$ cat config.mk
export PLATFORM = sky130hd
export DESIGN_NAME = instruction_format_decoder
export DESIGN_NICKNAME = d
export VERILOG_FILES = /design/src/instruction_format_pkg.sv /design/src/register_transfer_unit.sv /design/src/instruction_format_decoder.sv
export VERILOG_INCLUDE_DIRS = /design/src
export SDC_FILE = /design/constraint.sdc
export NUM_CORES = 1
export LEC_CHECK = 0
export BUFFER_PORTS_ARGS = -buffer_cell sky130_fd_sc_hd__buf_4
export CAP_MARGIN = 30
export CORE_ASPECT_RATIO = 0.8
export CORE_MARGIN = 3
export CORE_UTILIZATION = 35
export CTS_BUF_LIST = sky130_fd_sc_hd__clkbuf_4
export CTS_CLUSTER_DIAMETER = 150
export CTS_CLUSTER_SIZE = 16
export DETAILED_ROUTE_END_ITERATION = 8
export PLACE_DENSITY = 0.67
export SYNTH_ARGS = -nofsm -noshare
export SYNTH_HDL_FRONTEND = slang
export SYNTH_SLANG_ARGS = --single-unit
$ cat constraint.sdc
create_clock -name sys_clk -period 12.6 [get_ports sys_clk]
set_input_delay 1.89 -clock sys_clk [delete_from_list [all_inputs] [get_ports sys_clk]]
set_output_delay 1.89 -clock sys_clk [all_outputs]
set_load 0.03 [all_outputs]
$ cat src/instruction_format_consts.svh
// constants for the instruction format decoder
`ifndef INSTRUCTION_FORMAT_CONSTS_SVH
`define INSTRUCTION_FORMAT_CONSTS_SVH

// ---------------------------------------------
// prefix bytes and pages
// ---------------------------------------------
`define PREFIX_PAGE1 8'h17
`define PREFIX_PAGE2 8'h27
`define PREFIX_PAGE3 8'h37
`define PAGE0 2'h0
`define PAGES_TOTAL 4
`define OPCODES_PER_PAGE 256

// ---------------------------------------------
// word fields
// ---------------------------------------------
`define HI_BYTE_MSB 15
`define HI_BYTE_LSB 8
`define LO_BYTE_MSB 7
`define LO_BYTE_LSB 0
`define NIB_X_MSB 7
`define NIB_X_LSB 4
`define NIB_Y_MSB 3
`define NIB_Y_LSB 0

// ---------------------------------------------
// sizes and offsets
// ---------------------------------------------
`define MAX_INSTR_BYTES 6
`define MAX_INSTR_WORDS 2'd3
`define PREFETCH_OFFSET 20'h00006
`define XFER_ADJUST 20'h00002
`define SUB_FRAME_WORDS 2'd2
`define IDLE_FRAME_WORDS 2'd3
`define ADDR_RESET 20'h00000

// ---------------------------------------------
// opcode assignments
// ---------------------------------------------
`define OPC_S2X 10'h24f
`define OPC_S2Y 10'h25f
`define OPC_X2S 10'h24e
`define OPC_Y2S 10'h25e
`define OPC_X2Y 10'h24c
`define OPC_Y2X 10'h25c
`define OPC_RET_INT 10'h277
`define OPC_RET_SUB 10'h2f7
`define OPC_IDLE 10'h127
`define OPC_JMP_INDEXED_20BIT_OFFSET_MODE 10'h04b
`define OPC_JMP_EXTENDED_20BIT_MODE 10'h07a
`define OPC_CALL_INDEXED_20BIT_OFFSET_MODE 10'h089
`define OPC_CALL_EXTENDED_20BIT_MODE 10'h0fa
`define OPC_THREE_WORD 10'h337

`endif

$ cat src/instruction_format_pkg.sv
// types shared by the instruction format decoder
package instruction_format_pkg;

  typedef enum logic [2:0] {
    ST_FIRST = 3'b001,
    ST_MORE = 3'b010,
    ST_DONE = 3'b100
  } dec_state_e;

  typedef enum logic [2:0] {
    XFER_NONE = 3'h0,
    XFER_S2X = 3'h1,
    XFER_S2Y = 3'h2,
    XFER_X2S = 3'h3,
    XFER_Y2S = 3'h4,
    XFER_X2Y = 3'h5,
    XFER_Y2X = 3'h6
  } xfer_op_e;

endpackage

$ cat src/register_transfer_unit.sv
// stack and index register transfer arithmetic
`timescale 1ns/1ps
`include "instruction_format_consts.svh"

module register_transfer_unit (
  // operation
  input wire instruction_format_pkg::xfer_op_e op,
  // source registers
  input wire logic [3:0] stack_bank,
  input wire logic [15:0] stack_pointer,
  input wire logic [3:0] index_x_bank,
  input wire logic [15:0] index_x,
  input wire logic [3:0] index_y_bank,
  input wire logic [15:0] index_y,
  // result, bank in bits 19:16
  output logic [19:0] result,
  output logic wr_stack,
  output logic wr_index_x,
  output logic wr_index_y
);

  logic [19:0] stack_cat;
  logic [19:0] x_cat;
  logic [19:0] y_cat;

  assign stack_cat = {stack_bank, stack_pointer};
  assign x_cat = {index_x_bank, index_x};
  assign y_cat = {index_y_bank, index_y};

  always_comb begin
    result = 20'h00000;
    wr_stack = 1'b0;
    wr_index_x = 1'b0;
    wr_index_y = 1'b0;
    case (op)
      // [RQ8] stack plus two
      instruction_format_pkg::XFER_S2X: begin
        result = stack_cat + `XFER_ADJUST;
        wr_index_x = 1'b1;
      end
      instruction_format_pkg::XFER_S2Y: begin
        result = stack_cat + `XFER_ADJUST;
        wr_index_y = 1'b1;
      end
      // [RQ9] index minus two
      instruction_format_pkg::XFER_X2S: begin
        result = x_cat - `XFER_ADJUST;
        wr_stack = 1'b1;
      end
      instruction_format_pkg::XFER_Y2S: begin
        result = y_cat - `XFER_ADJUST;
        wr_stack = 1'b1;
      end
      // [RQ10] bank field travels too
      instruction_format_pkg::XFER_X2Y: begin
        result = x_cat;
        wr_index_y = 1'b1;
      end
      instruction_format_pkg::XFER_Y2X: begin
        result = y_cat;
        wr_index_x = 1'b1;
      end
      default: begin
        result = 20'h00000;
      end
    endcase
  end

endmodule

$ cat src/instruction_format_decoder.sv
// instruction word splitter and transfer/return/idle control
//
// What this block does
// [RQ1] optional prefix, one opcode, then operands
// [RQ2] four 256-opcode pages; unprefixed is page 0
// [RQ3] prefixes 17, 27, 37 select pages 1-3
// [RQ4] 4/8/16-bit operands; nibbles zero-extended or paired
// [RQ5] fetch even-address words; even instruction lengths
// [RQ6] at most three words per instruction
// [RQ7] page-0 opcode and byte operand share word
// [RQ8] stack-to-index copies add two first
// [RQ9] index-to-stack copies subtract two first
// [RQ10] index-to-index copies carry bank field
// [RQ11] interrupt return restores counter and flags only
// [RQ12] subroutine return pops two-word frame
// [RQ13] idle stacks frame, waits for interrupt/reset
// [RQ14] jump/call use 20-bit indexed and extended
// [RQ15] opcode decode fixes operand word count
// [RQ16] program counter reads first word plus six
// [RQ17] high byte prefix/opcode, low byte opcode/operand
`timescale 1ns/1ps
`include "instruction_format_consts.svh"

module instruction_format_decoder (
  // clock and reset
  input wire logic sys_clk,
  input wire logic arst_n,
  // instruction words from program memory
  input wire logic word_valid,
  input wire logic [15:0] word_data,
  input wire logic [19:0] word_addr,
  output logic word_ready,
  // core register values
  input wire logic [3:0] stack_bank,
  input wire logic [15:0] stack_pointer,
  input wire logic [3:0] index_x_bank,
  input wire logic [15:0] index_x,
  input wire logic [3:0] index_y_bank,
  input wire logic [15:0] index_y,
  // wake sources for the idle state
  input wire logic irq_event,
  // decoded instruction
  output logic instr_valid,
  output logic [1:0] page,
  output logic [7:0] opcode,
  output logic [1:0] instr_words,
  output logic [7:0] operand_byte,
  output logic [7:0] operand_x_nibble,
  output logic [7:0] operand_y_nibble,
  output logic [15:0] operand_word1,
  output logic [15:0] operand_word2,
  output logic [19:0] target_addr20,
  output logic [19:0] program_counter,
  output logic misaligned_fetch,
  // register transfer results
  output logic [19:0] xfer_result,
  output logic wr_stack,
  output logic wr_index_x,
  output logic wr_index_y,
  // stack frame control
  output logic restore_program_counter,
  output logic restore_condition_flags,
  output logic [1:0] pop_words,
  output logic [1:0] push_words,
  output logic idle_active
);

  // ---------------------------------------------
  // word count per opcode
  // ---------------------------------------------
  // [RQ15] size from opcode
  function automatic logic [1:0] words_for(input logic [1:0] pg, input logic [7:0] op);
    logic [9:0] key;
    key = {pg, op};
    case (key)
      // [RQ14] 20-bit jump and call forms
      `OPC_JMP_INDEXED_20BIT_OFFSET_MODE, `OPC_JMP_EXTENDED_20BIT_MODE, `OPC_CALL_INDEXED_20BIT_OFFSET_MODE, `OPC_CALL_EXTENDED_20BIT_MODE: words_for = 2'd2;
      // [RQ6] longest form is three words
      `OPC_THREE_WORD: words_for = `MAX_INSTR_WORDS;
      default: words_for = 2'd1;
    endcase
  endfunction

  function automatic instruction_format_pkg::xfer_op_e xfer_for(input logic [9:0] key);
    case (key)
      `OPC_S2X: xfer_for = instruction_format_pkg::XFER_S2X;
      `OPC_S2Y: xfer_for = instruction_format_pkg::XFER_S2Y;
      `OPC_X2S: xfer_for = instruction_format_pkg::XFER_X2S;
      `OPC_Y2S: xfer_for = instruction_format_pkg::XFER_Y2S;
      `OPC_X2Y: xfer_for = instruction_format_pkg::XFER_X2Y;
      `OPC_Y2X: xfer_for = instruction_format_pkg::XFER_Y2X;
      default: xfer_for = instruction_format_pkg::XFER_NONE;
    endcase
  endfunction

  // ---------------------------------------------
  // state
  // ---------------------------------------------
  instruction_format_pkg::dec_state_e state_reg, state_next;
  logic ready_reg, ready_next;
  logic valid_reg, valid_next;
  logic [1:0] page_reg, page_next;
  logic [7:0] opcode_reg, opcode_next;
  logic [1:0] words_reg, words_next;
  logic [1:0] got_reg, got_next;
  logic [15:0] first_reg, first_next;
  logic [15:0] w1_reg, w1_next;
  logic [15:0] w2_reg, w2_next;
  logic [19:0] pc_reg, pc_next;
  logic mis_reg, mis_next;
  logic [19:0] res_reg, res_next;
  logic wr_s_reg, wr_s_next;
  logic wr_x_reg, wr_x_next;
  logic wr_y_reg, wr_y_next;
  logic rpc_reg, rpc_next;
  logic rcf_reg, rcf_next;
  logic [1:0] pop_reg, pop_next;
  logic [1:0] push_reg, push_next;
  logic idle_reg, idle_next;

  logic take;
  logic is_prefix;
  logic [1:0] cur_page;
  logic [7:0] cur_op;
  logic [9:0] done_key;
  logic [19:0] ru_result;
  logic ru_s, ru_x, ru_y;
  instruction_format_pkg::xfer_op_e done_xfer;

  assign take = word_valid & ready_reg;
  // [RQ17] high byte holds prefix or opcode
  assign is_prefix = (word_data[`HI_BYTE_MSB:`HI_BYTE_LSB] == `PREFIX_PAGE1) ||
                     (word_data[`HI_BYTE_MSB:`HI_BYTE_LSB] == `PREFIX_PAGE2) ||
                     (word_data[`HI_BYTE_MSB:`HI_BYTE_LSB] == `PREFIX_PAGE3);
  // [RQ3] prefix bits 5:4 give the page
  assign cur_page = is_prefix ? word_data[13:12] : `PAGE0;
  // [RQ2] page 0 opcode stands alone
  assign cur_op = is_prefix ? word_data[`LO_BYTE_MSB:`LO_BYTE_LSB]
                            : word_data[`HI_BYTE_MSB:`HI_BYTE_LSB];
  assign done_key = state_reg[1] ? {page_reg, opcode_reg} : {cur_page, cur_op};
  assign done_xfer = xfer_for(done_key);

  register_transfer_unit u_xfer (
    .op(done_xfer),
    .stack_bank(stack_bank),
    .stack_pointer(stack_pointer),
    .index_x_bank(index_x_bank),
    .index_x(index_x),
    .index_y_bank(index_y_bank),
    .index_y(index_y),
    .result(ru_result),
    .wr_stack(ru_s),
    .wr_index_x(ru_x),
    .wr_index_y(ru_y)
  );

  // ---------------------------------------------
  // next state
  // ---------------------------------------------
  always_comb begin
    logic finish;
    finish = 1'b0;
    state_next = state_reg;
    page_next = page_reg;
    opcode_next = opcode_reg;
    words_next = words_reg;
    got_next = got_reg;
    first_next = first_reg;
    w1_next = w1_reg;
    w2_next = w2_reg;
    pc_next = pc_reg;
    mis_next = 1'b0;
    idle_next = idle_reg;
    case (state_reg)
      // [RQ1] first word: prefix+opcode or opcode+operand
      instruction_format_pkg::ST_FIRST: begin
        if (take) begin
          page_next = cur_page;
          opcode_next = cur_op;
          first_next = word_data;
          words_next = words_for(cur_page, cur_op);
          got_next = 2'd1;
          w1_next = 16'h0000;
          w2_next = 16'h0000;
          // [RQ16] prefetch leaves counter six bytes ahead
          pc_next = word_addr + `PREFETCH_OFFSET;
          // [RQ5] odd address is flagged
          mis_next = word_addr[0];
          if (words_for(cur_page, cur_op) == 2'd1) begin
            finish = 1'b1;
            state_next = instruction_format_pkg::ST_DONE;
          end else begin
            state_next = instruction_format_pkg::ST_MORE;
          end
        end
      end
      // [RQ6] gather no more than counted
      instruction_format_pkg::ST_MORE: begin
        if (take) begin
          mis_next = word_addr[0];
          if (got_reg == 2'd1) begin
            w1_next = word_data;
          end else begin
            w2_next = word_data;
          end
          got_next = got_reg + 2'd1;
          if (got_reg + 2'd1 >= words_reg) begin
            finish = 1'b1;
            state_next = instruction_format_pkg::ST_DONE;
          end
        end
      end
      instruction_format_pkg::ST_DONE: begin
        state_next = instruction_format_pkg::ST_FIRST;
      end
      default: begin
        state_next = instruction_format_pkg::ST_FIRST;
      end
    endcase

    valid_next = finish;
    res_next = finish ? ru_result : res_reg;
    wr_s_next = finish & ru_s;
    wr_x_next = finish & ru_x;
    wr_y_next = finish & ru_y;
    // [RQ11] only counter and flags come back
    rpc_next = finish & (done_key == `OPC_RET_INT);
    rcf_next = finish & (done_key == `OPC_RET_INT);
    // [RQ12] two-word return frame
    pop_next = (finish && (done_key == `OPC_RET_SUB)) ? `SUB_FRAME_WORDS : 2'd0;
    push_next = 2'd0;
    if (finish) begin
      // [RQ14] call builds matching frame
      if ((done_key == `OPC_CALL_INDEXED_20BIT_OFFSET_MODE) || (done_key == `OPC_CALL_EXTENDED_20BIT_MODE)) begin
        push_next = `SUB_FRAME_WORDS;
      end
      // [RQ13] idle stacks its frame then halts
      if (done_key == `OPC_IDLE) begin
        push_next = `IDLE_FRAME_WORDS;
        idle_next = 1'b1;
      end
    end
    // [RQ13] only an interrupt or reset ends the wait; no timeout
    if (idle_reg && irq_event) begin
      idle_next = 1'b0;
    end
    // suspended while idle; stall during the done beat keeps one word per step
    ready_next = (state_next != instruction_format_pkg::ST_DONE) && !idle_next;
  end

  always_ff @(posedge sys_clk or negedge arst_n) begin
    if (!arst_n) begin
      state_reg <= instruction_format_pkg::ST_FIRST;
      ready_reg <= 1'b0;
      valid_reg <= 1'b0;
      page_reg <= 2'h0;
      opcode_reg <= 8'h00;
      words_reg <= 2'h1;
      got_reg <= 2'h0;
      first_reg <= 16'h0000;
      w1_reg <= 16'h0000;
      w2_reg <= 16'h0000;
      pc_reg <= `ADDR_RESET;
      mis_reg <= 1'b0;
      res_reg <= 20'h00000;
      wr_s_reg <= 1'b0;
      wr_x_reg <= 1'b0;
      wr_y_reg <= 1'b0;
      rpc_reg <= 1'b0;
      rcf_reg <= 1'b0;
      pop_reg <= 2'h0;
      push_reg <= 2'h0;
      idle_reg <= 1'b0;
    end else begin
      state_reg <= state_next;
      ready_reg <= ready_next;
      valid_reg <= valid_next;
      page_reg <= page_next;
      opcode_reg <= opcode_next;
      words_reg <= words_next;
      got_reg <= got_next;
      first_reg <= first_next;
      w1_reg <= w1_next;
      w2_reg <= w2_next;
      pc_reg <= pc_next;
      mis_reg <= mis_next;
      res_reg <= res_next;
      wr_s_reg <= wr_s_next;
      wr_x_reg <= wr_x_next;
      wr_y_reg <= wr_y_next;
      rpc_reg <= rpc_next;
      rcf_reg <= rcf_next;
      pop_reg <= pop_next;
      push_reg <= push_next;
      idle_reg <= idle_next;
    end
  end

  // ---------------------------------------------
  // outputs
  // ---------------------------------------------
  assign word_ready = ready_reg;
  assign instr_valid = valid_reg;
  assign page = page_reg;
  assign opcode = opcode_reg;
  assign instr_words = words_reg;
  // [RQ7] byte operand rides in the opcode word
  assign operand_byte = first_reg[`LO_BYTE_MSB:`LO_BYTE_LSB];
  // [RQ4] nibbles zero-extended, two per byte
  assign operand_x_nibble = {4'h0, first_reg[`NIB_X_MSB:`NIB_X_LSB]};
  assign operand_y_nibble = {4'h0, first_reg[`NIB_Y_MSB:`NIB_Y_LSB]};
  assign operand_word1 = w1_reg;
  assign operand_word2 = w2_reg;
  // [RQ14] extension nibble over next word
  assign target_addr20 = {first_reg[`NIB_Y_MSB:`NIB_Y_LSB], w1_reg};
  assign program_counter = pc_reg;
  assign misaligned_fetch = mis_reg;
  assign xfer_result = res_reg;
  assign wr_stack = wr_s_reg;
  assign wr_index_x = wr_x_reg;
  assign wr_index_y = wr_y_reg;
  assign restore_program_counter = rpc_reg;
  assign restore_condition_flags = rcf_reg;
  assign pop_words = pop_reg;
  assign push_words = push_reg;
  assign idle_active = idle_reg;

endmodule

==> qor.txt, run 1 <==
=================================================================================
Post-synthesis average cell area                                       8.59 sq um
Die height                                                                 132 um
Number of max-capacitance violations reported                                   0
Clock root buffer master                                                 clkbuf_4
Unrepaired setup endpoints after global routing                                no
Via count of the first global-routing pass                                   6041
Num rows                                                                       45
Post-DP HPWL                                                             17000 um
Global-route wire length before repair                                   33900 um
Worst Hold Launch                                                    operand_word2[5]
Met1 WL                                                                  10300 um
CTS tree                                                                     done
Average vias per placed instance                                             5.28
Worst Hold Slack                                                           507 ps
Total count of hold-check failures in the final report                          0
Pin count of the biggest net entering global routing                           72
Highest routed metal layer                                                   met4
Met2 routed wirelength                                                    9540 um
Worst hold-check path type                                             reg -> reg
Reg-to-reg slack, setup                                                   7370 ps
Gr ovfl total                                                                   0
Endpoint kind of the worst setup timing path                             register
Max Root-Sink Buffers                                                           2
Net count, final                                                             1096
Sequential cell area fraction in the yosys report                           39.2%
Sequential cell area in the final layout                               2710 sq um
Initial DRC Count                                                             498
Effective utilization at floorplan                                          36.1%
Routed vias                                                                  6619
Clock Skews                                                               23.6 ps
Initial antenna violation count                                                 1
Detailed Routing Iterations Pass 1                                              5
Total power density per cell area                                     132 nW/um^2
Syn Std Cell Area                                                      6910 sq um
Least-Margin Pin Slew                                                      914 ps
Cell count after synthesis                                                    804
Final critical-path required period                                       6270 ps
Worst Path Required                                                      12950 ps
Most common flop cell mapped by yosys                                     dfrtp_1
Met3 routed wirelength                                                    1840 um
Layout cells sized above 1                                                  29.3%
Post-route insts no fill                                                     1254
Growth of design area from synthesis to finish                              27.9%
GRT Total Usage                                                             19.5%
Buffer count from post-CTS setup fixing                                         0
Number of nets with antenna violations after detailed routing                   0
Crit path arrival time                                                    6620 ps
Gp weighted congestion                                                      0.911
Worst reg2reg path startpoint                                        state_reg[1]
Startpoint type of the worst setup path                              primary input
Total core area                                                       19100 sq um
Status                                                               complete, no violations
CTS clk-pin slew, worst paths                                              190 ps
Hold buffers post-CTS                                                           0
Number of register bits inferred by synthesis                                 108
Number of buffers created by CTS                                                9
Warnings from Yosys                                                             0
VDD IR-drop max                                                         0.0867 mV
Worst slew margin relative to its limit                                     38.9%
Final worst path period share                                               49.7%
Top Ports                                                                     241
Cell Count Post-Placement                                                    1235
Floorplan die area                                                    21500 sq um
Remaining design rule violation count                                           0
Worst-Skew Late Latency                                                    500 ps
Count of pins over their slew limit                                             0
Reg-to-reg critical path endpoint                                    xfer_result[17]
Number of resized instances in the post-cts repair step                         0
Hold path endpoint                                                   operand_word2[5]
Setup TNS                                                                    0 ps
Hold-critical path depth                                                        2
Number of enable-type register cells in the synthesized netlist                 0
Clk sinks                                                                     108
Highest clock frequency the design can meet                             0.160 GHz
IO Port Bufs                                                                  231
Leakage power                                                             4.01 nW
Startpoint-to-endpoint class of the critical path                       in -> reg
Total length of routed wires                                             21800 um
Average routed wire per standard cell                                     17.4 um
X dimension of the die                                                     163 um
Fill count                                                                   1926
Count of cell types in the netlist                                             79
Level count of the clock H-tree                                                 3
Depth of the worst register-to-register path                                   14
Final count of negative-setup-slack endpoints                                   0
Area of the multi-input gates                                          3730 sq um
Crit-path max FO                                                               16
Fraction of synthesis flops using an asynchronous set or reset pin           100%
=================================================================================
-- cells in the final DEF (no fill, tap or decap), types with 13 or more instances in the layout --
| master | instances |
|---|---|
| a21oi_1 | 15 |
| a222oi_1 | 13 |
| buf_4 | 237 |
| dfrtp_1 | 106 |
| inv_1 | 17 |
| mux2i_1 | 16 |
| nand2_1 | 156 |
| nand3_1 | 25 |
| nand4_1 | 13 |
| nor2_1 | 34 |
| nor3_1 | 27 |
| o21ai_0 | 89 |
| or3_1 | 17 |
| xnor2_1 | 34 |
| xor2_1 | 26 |
-- critical path: stages --
cell	delay, ps
buf_4	140
or3b_1	490
o41ai_1	730
o21a_1	520
nor4_4	90
nand2_2	410
mux2i_1	250
ha_1	250
nand2b_1	110
or3_1	440
or3b_2	520
nor3_1	210
xnor2_1	170
mux2i_1	110
a22oi_1	170
o21ai_0	100
-- worst max path at each step --
stage / from / end / slack (ps) / cells past startpoint
floorplan: word_data[15] / xfer_result[19] / 6680 / 17
global placement: word_data[11] / xfer_result[19] / 6040 / 16
detailed placement: word_data[11] / xfer_result[17] / 5880 / 16
CTS: word_data[11] / xfer_result[17] / 6440 / 16
global route: word_data[11] / xfer_result[17] / 6030 / 16
finish: word_data[11] / xfer_result[17] / 6330 / 16
-- stage by stage --
stage	worst slack (ps)	util, %	power, mW	instance area (sq um)
after floorplan	6680	-	0.780	6940
after global placement	6040	44.9	0.981	8600
after detailed placement	5880	45.1	0.987	8640
after CTS	6440	46.0	1.18	8800
after global routing	6030	46.1	1.24	8830
final	6330	46.1	1.17	8830
-- cell type report --
class,count,share of cell area [%]
diodes,1,0.0283
clock buffers,9,0.765
clock inverters,7,1.01
inverters,18,0.765
multi-input cells,611,42.2
flip-flops and latches,108,30.6
well taps,258,3.65
repair buffers,242,20.9
-- metal layers --
layer	vias up	global-route usage, %
li1	3202	-
met3	13	4.35
met5	-	0
met1	3106	29.3
met2	298	28.9
met4	0	3.62
-- synth_stat cells, drive strengths merged, types with 9 or more instances --
library cell,count,share of area [%]
nand2,159,8.7
dfrtp,106,38
o21ai,95,6.9
buf,52,5.2
nor2,35,1.9
xnor2,34,4.3
nor3,31,2.5
xor2,26,3.3
nand3,25,1.8
clkbuf,23,1.2
or3,18,1.7
inv,17,0.92
a21oi,16,1.3
mux2i,16,2.3
a222oi,13,1.9
nand4,13,1.2
nor4,10,1.1
a22oi,9,0.98
and3,9,0.82
-- logic make-up (layout without fill, tap and decap cells) --
family	after synthesis	in the layout	share of synthesized area, %
multiplexers	18	18	2.64
XOR/XNOR	60	60	7.61
AND/OR/NAND/NOR	334	334	23.6
adder cells (fa/ha/maj)	6	6	1.09
buffers and inverters	93	276	7.43
AO/OA/AOI/OAI	184	184	18.4
flip-flops	108	108	39.2
other	1	10	0.0543
-- where the power goes --
group          leakage [nW]  internal (mW)  switching, mW
clock network        0.0832         0.0505          0.141
registers              1.43          0.412         0.0529
logic                  2.49          0.173          0.336
(Power assumes the default switching activity.)
==> run 2, diff against run 1 <==
--- a/config.mk
+++ b/config.mk
@@ -6,6 +6,7 @@
 export SDC_FILE = /design/constraint.sdc
 export NUM_CORES = 1
 export LEC_CHECK = 0
+export ABC_AREA = 1
 export BUFFER_PORTS_ARGS = -buffer_cell sky130_fd_sc_hd__buf_4
 export CAP_MARGIN = 30
 export CORE_ASPECT_RATIO = 0.8
==> constraint.sdc (replaced) <==
create_clock -name sys_clk -period 6.2 [get_ports sys_clk]
set_input_delay 0.93 -clock sys_clk [delete_from_list [all_inputs] [get_ports sys_clk]]
set_output_delay 0.93 -clock sys_clk [all_outputs]
set_load 0.03 [all_outputs]
==> run 2 against run 1 <==
Clock power increased by 100%. Synthesized cell count increased by 22%. Power increased by 110%. First-iteration DRC count increased by 4.8%. Core utilization decreased by 0.29 points. Worst hold slack got worse by 300 ps. Register-to-register slack got worse by 5000 ps. Flip-flop and latch count unchanged. Wire length increased by 10%. Synthesized area increased by 6.4%. Worst setup slack got worse by 4000 ps. Largest cell class unchanged. Non-clock buffer count decreased by 4.
==> qor.txt, run 2 <==
=====================================================================================
Clk sinks                                                                         108   unchanged
Fill count                                                                       2006   +4.2%
Effective utilization at floorplan                                              36.4%   +0.31 points
Gr ovfl total                                                                       0   unchanged
VDD IR-drop max                                                              0.188 mV   +120%
Post-DP HPWL                                                                 19100 um   +13%
Reg-to-reg critical path endpoint                                        xfer_result[13]
Net switching power                                                           1.05 mW   +98%
GRT Total Usage                                                                 20.9%   +1.4 points
Status                                                                   complete, no violations
Remaining design rule violation count                                               0   unchanged
Count of pins over their slew limit                                                 0   unchanged
Final count of negative-setup-slack endpoints                                       0   unchanged
Highest clock frequency the design can meet                                 0.262 GHz
Crit path buf inv count                                                             1   unchanged
Cell Count Post-Placement                                                        1426   +15%
Post-route insts no fill                                                         1444   +15%
Max Root-Sink Buffers                                                               2   unchanged
Net count, final                                                                 1280   +17%
Clock group share of total power                                                16.1%   -0.4 points
Most common flop cell mapped by yosys                                         dfrtp_1
Count of cell types in the netlist                                                 49   -38%
Level count of the clock H-tree                                                     3   unchanged
Growth of design area from synthesis to finish                                  26.0%
Buffer count from post-CTS setup fixing                                             0   unchanged
Number of buffers created by CTS                                                    9   unchanged
Number of nets with antenna violations after detailed routing                       0   unchanged
Total length of routed wires                                                 24000 um   +10%
Cell-internal power                                                           1.34 mW   +110%
CTS tree                                                                         done
Die height                                                                     136 um   +3.0%
Total power density per cell area                                         258 nW/um^2   +96%
Cell types with the largest area share after synthesis                   dfrtp_1, nand2_1, inv_1
Worst stage delay on the critical path                                         690 ps   -40 ps
Cell count after synthesis                                                        982   +22%
Most frequent standard cell in the layout excluding fill and tap cells        nand2_1
Post-synthesis average cell area                                           7.49 sq um   -13%
Chain of cells forming the critical path                                 inv_2 > or2_2 > nand2_2 > nand2_4 > nor2_8 > nand3_4 > o21ai_2 > ha_1 > nand2_1 > nor3_1 > nand4_1 > nand3_1 > nand2_1 > nand2_1 > nand2_1
Worst Hold Slack                                                               211 ps   -296 ps
Number of enable-type register cells in the synthesized netlist                     0   unchanged
Number of max-capacitance violations reported                                       0   unchanged
Largest area contributor in the synthesized netlist                           dfrtp_1
Average vias per placed instance                                                 4.95   -6.3%
Via count of the first global-routing pass                                       6832   +13%
Num rows                                                                           46   +2.2%
Final worst path period share                                                   61.6%
Most used standard cells in the synthesized netlist                      nand2_1, inv_1, dfrtp_1, nor2_1, o21ai_0
X dimension of the die                                                         168 um   +3.1%
Sequential Power Share                                                          39.2%   -0.7 points
Gp weighted congestion                                                          0.947   +3.9%
Switching Fraction                                                              43.8%   -1.6 points
Setup TNS                                                                        0 ps   unchanged
Most used cells in the layout excluding fill and tap cells               nand2_1, buf_4, inv_1
Number of resized instances in the post-cts repair step                             0   unchanged
Worst-Skew Late Latency                                                        490 ps   about the same
IO Port Bufs                                                                      231   unchanged
Layout cells sized above 1                                                      31.5%   +2.1 points
Crit path arrival time                                                        4210 ps   -2410 ps
Warnings from Yosys                                                                 0   unchanged
Clock Skews                                                                   28.7 ps   +5.07 ps
Total count of hold-check failures in the final report                              0   unchanged
Pin count of the biggest net entering global routing                               75   +4.2%
Startpoint type of the worst setup path                                      register
CTS clk-pin slew, worst paths                                                  180 ps   about the same
Initial DRC Count                                                                 522   +4.8%
Syn Std Cell Area                                                          7350 sq um   +6.4%
Depth of the worst register-to-register path                                       15   +1
Worst path top cell family by delay                                      simple AND/OR/NAND/NOR gates
Sequential cell area fraction in the yosys report                               36.8%   -2.4 points
Most used cell along the critical path                                        nand2_1
Startpoint-to-endpoint class of the critical path                          reg -> reg
Initial antenna violation count                                                     1   unchanged
Floorplan die area                                                        22800 sq um   +6.2%
Total core area                                                           20200 sq um   +5.5%
Slowest CP cell                                                               dfrtp_1
Number of register bits inferred by synthesis                                     108   unchanged
Detailed Routing Iterations Pass 1                                                  5   unchanged
Unrepaired setup endpoints after global routing                                    no
Worst slew margin relative to its limit                                         51.2%   +12 points
Leakage power                                                                 5.08 nW   +27%
Worst Path Required                                                           6590 ps   -6360 ps
Most frequent cell after synthesis                                            nand2_1
Endpoint kind of the worst setup timing path                                 register
Least-Margin Pin Slew                                                          723 ps   -191 ps
Worst hold-check path type                                                in -> async
Average routed wire per standard cell                                         16.6 um   -4.4%
Reg-to-reg slack, setup                                                       2380 ps   -4990 ps
Global-route wire length before repair                                       38000 um   +12%
Final critical-path required period                                           3820 ps
Routed vias                                                                      7144   +7.9%
Combinational cell fraction of total power                                      44.6%   +0.9 points
Clock root buffer master                                                     clkbuf_4
Fraction of synthesis flops using an asynchronous set or reset pin               100%   unchanged
Hold buffers post-CTS                                                               0   unchanged
Yosys top cell area share                                                       36.1%   -2.3 points
Crit-path max FO                                                                   24   +8
Top Ports                                                                         241   unchanged
Worst reg2reg path startpoint                                            state_reg[1]
=====================================================================================
[run 2: cell types whose count changed after synthesis, moves of 18 or more]
cell,delta
mux2_2,+30
nand4_1,+18
nand3_1,+19
o21ai_0,-39
nor2_1,+40
nand2_2,+22
nand2_1,+109
xnor2_1,-27
inv_1,+99
[run 2: cell type report]
class / instances / area (sq um) / area share [%]
multi-input cells: 689 / 3770 / 40.7
flip-flops and latches: 108 / 2710 / 29.2
repair buffers: 238 / 1830 / 19.7
inverters: 128 / 480 / 5.19
well taps: 264 / 330 / 3.57
clock inverters: 7 / 81.3 / 0.878
clock buffers: 9 / 67.6 / 0.729
diodes: 1 / 2.50 / 0.0270
[run 2: how the worst max path moves through the flow]
| stage | from | to | slack (ps) | depth (start not counted) |
|---|---|---|---|---|
| after CTS | state_reg[1] | xfer_result[13] | 2450 | 15 |
| after global placement | word_data[14] | xfer_result[13] | 1920 | 20 |
| after global routing | state_reg[1] | xfer_result[13] | 2040 | 15 |
| after floorplan | word_data[14] | xfer_result[11] | 3000 | 21 |
| final | state_reg[1] | xfer_result[13] | 2380 | 15 |
| after detailed placement | word_data[14] | xfer_result[13] | 1960 | 20 |
[run 2: routing by layer]
layer / GRT usage (%) / wire length (um)
met3: 5.60 / 2050
met4: 4.18 / 273
met2: 30.5 / 10300
met1: 31.3 / 11400
met5: 0 / 0
[run 2: kinds of logic after synthesis]
| family | Yosys count | share of synthesized area (%) |
|---|---|---|
| other cells | 1 | 0.0510 |
| compound gates | 119 | 9.48 |
| fa+ha+maj | 6 | 1.02 |
| simple gates | 497 | 32.3 |
| flops | 108 | 36.8 |
| buf+inv | 193 | 12.4 |
| xor+xnor | 26 | 3.10 |
| mux | 32 | 4.90 |
[run 2: worst register-to-register path, cell delays in order, from the launching register on]
cell     delay (ps)
dfrtp_1         690
inv_2           230
or2_2           340
nand2_2         130
nand2_4          80
nor2_8          320
nand3_4         300
o21ai_2         370
ha_1            340
nand2_1         120
nor3_1          400
nand4_1         150
nand3_1         120
nand2_1          60
nand2_1          50
nand2_1          40
[run 2: through the flow]
| stage | instance area (sq um) | setup WS (ps) | power, mW | utilization, % |
|---|---|---|---|---|
| 3_5_place_dp | 9080 | 1960 | 2.03 | 45.0 |
| 6_report | 9260 | 2380 | 2.39 | 45.9 |
| 4_1_cts | 9230 | 2450 | 2.43 | 45.7 |
| 3_3_place_gp | 9040 | 1920 | 2.01 | 44.8 |
| 2_1_floorplan | 7380 | 3000 | 1.62 | - |
| 5_1_grt | 9260 | 2040 | 2.54 | 45.9 |
[run 2: power by group through the flow]
| stage | clock network [mW] | registers [mW] | logic [mW] |
|---|---|---|---|
| 6_report | 0.386 | 0.938 | 1.07 |
| 5_1_grt | 0.436 | 0.958 | 1.15 |
| 4_1_cts | 0.412 | 0.940 | 1.08 |
| 3_5_place_dp | 0 | 0.952 | 1.07 |
| 3_3_place_gp | 0 | 0.951 | 1.06 |
| 2_1_floorplan | 0 | 1.19 | 0.428 |
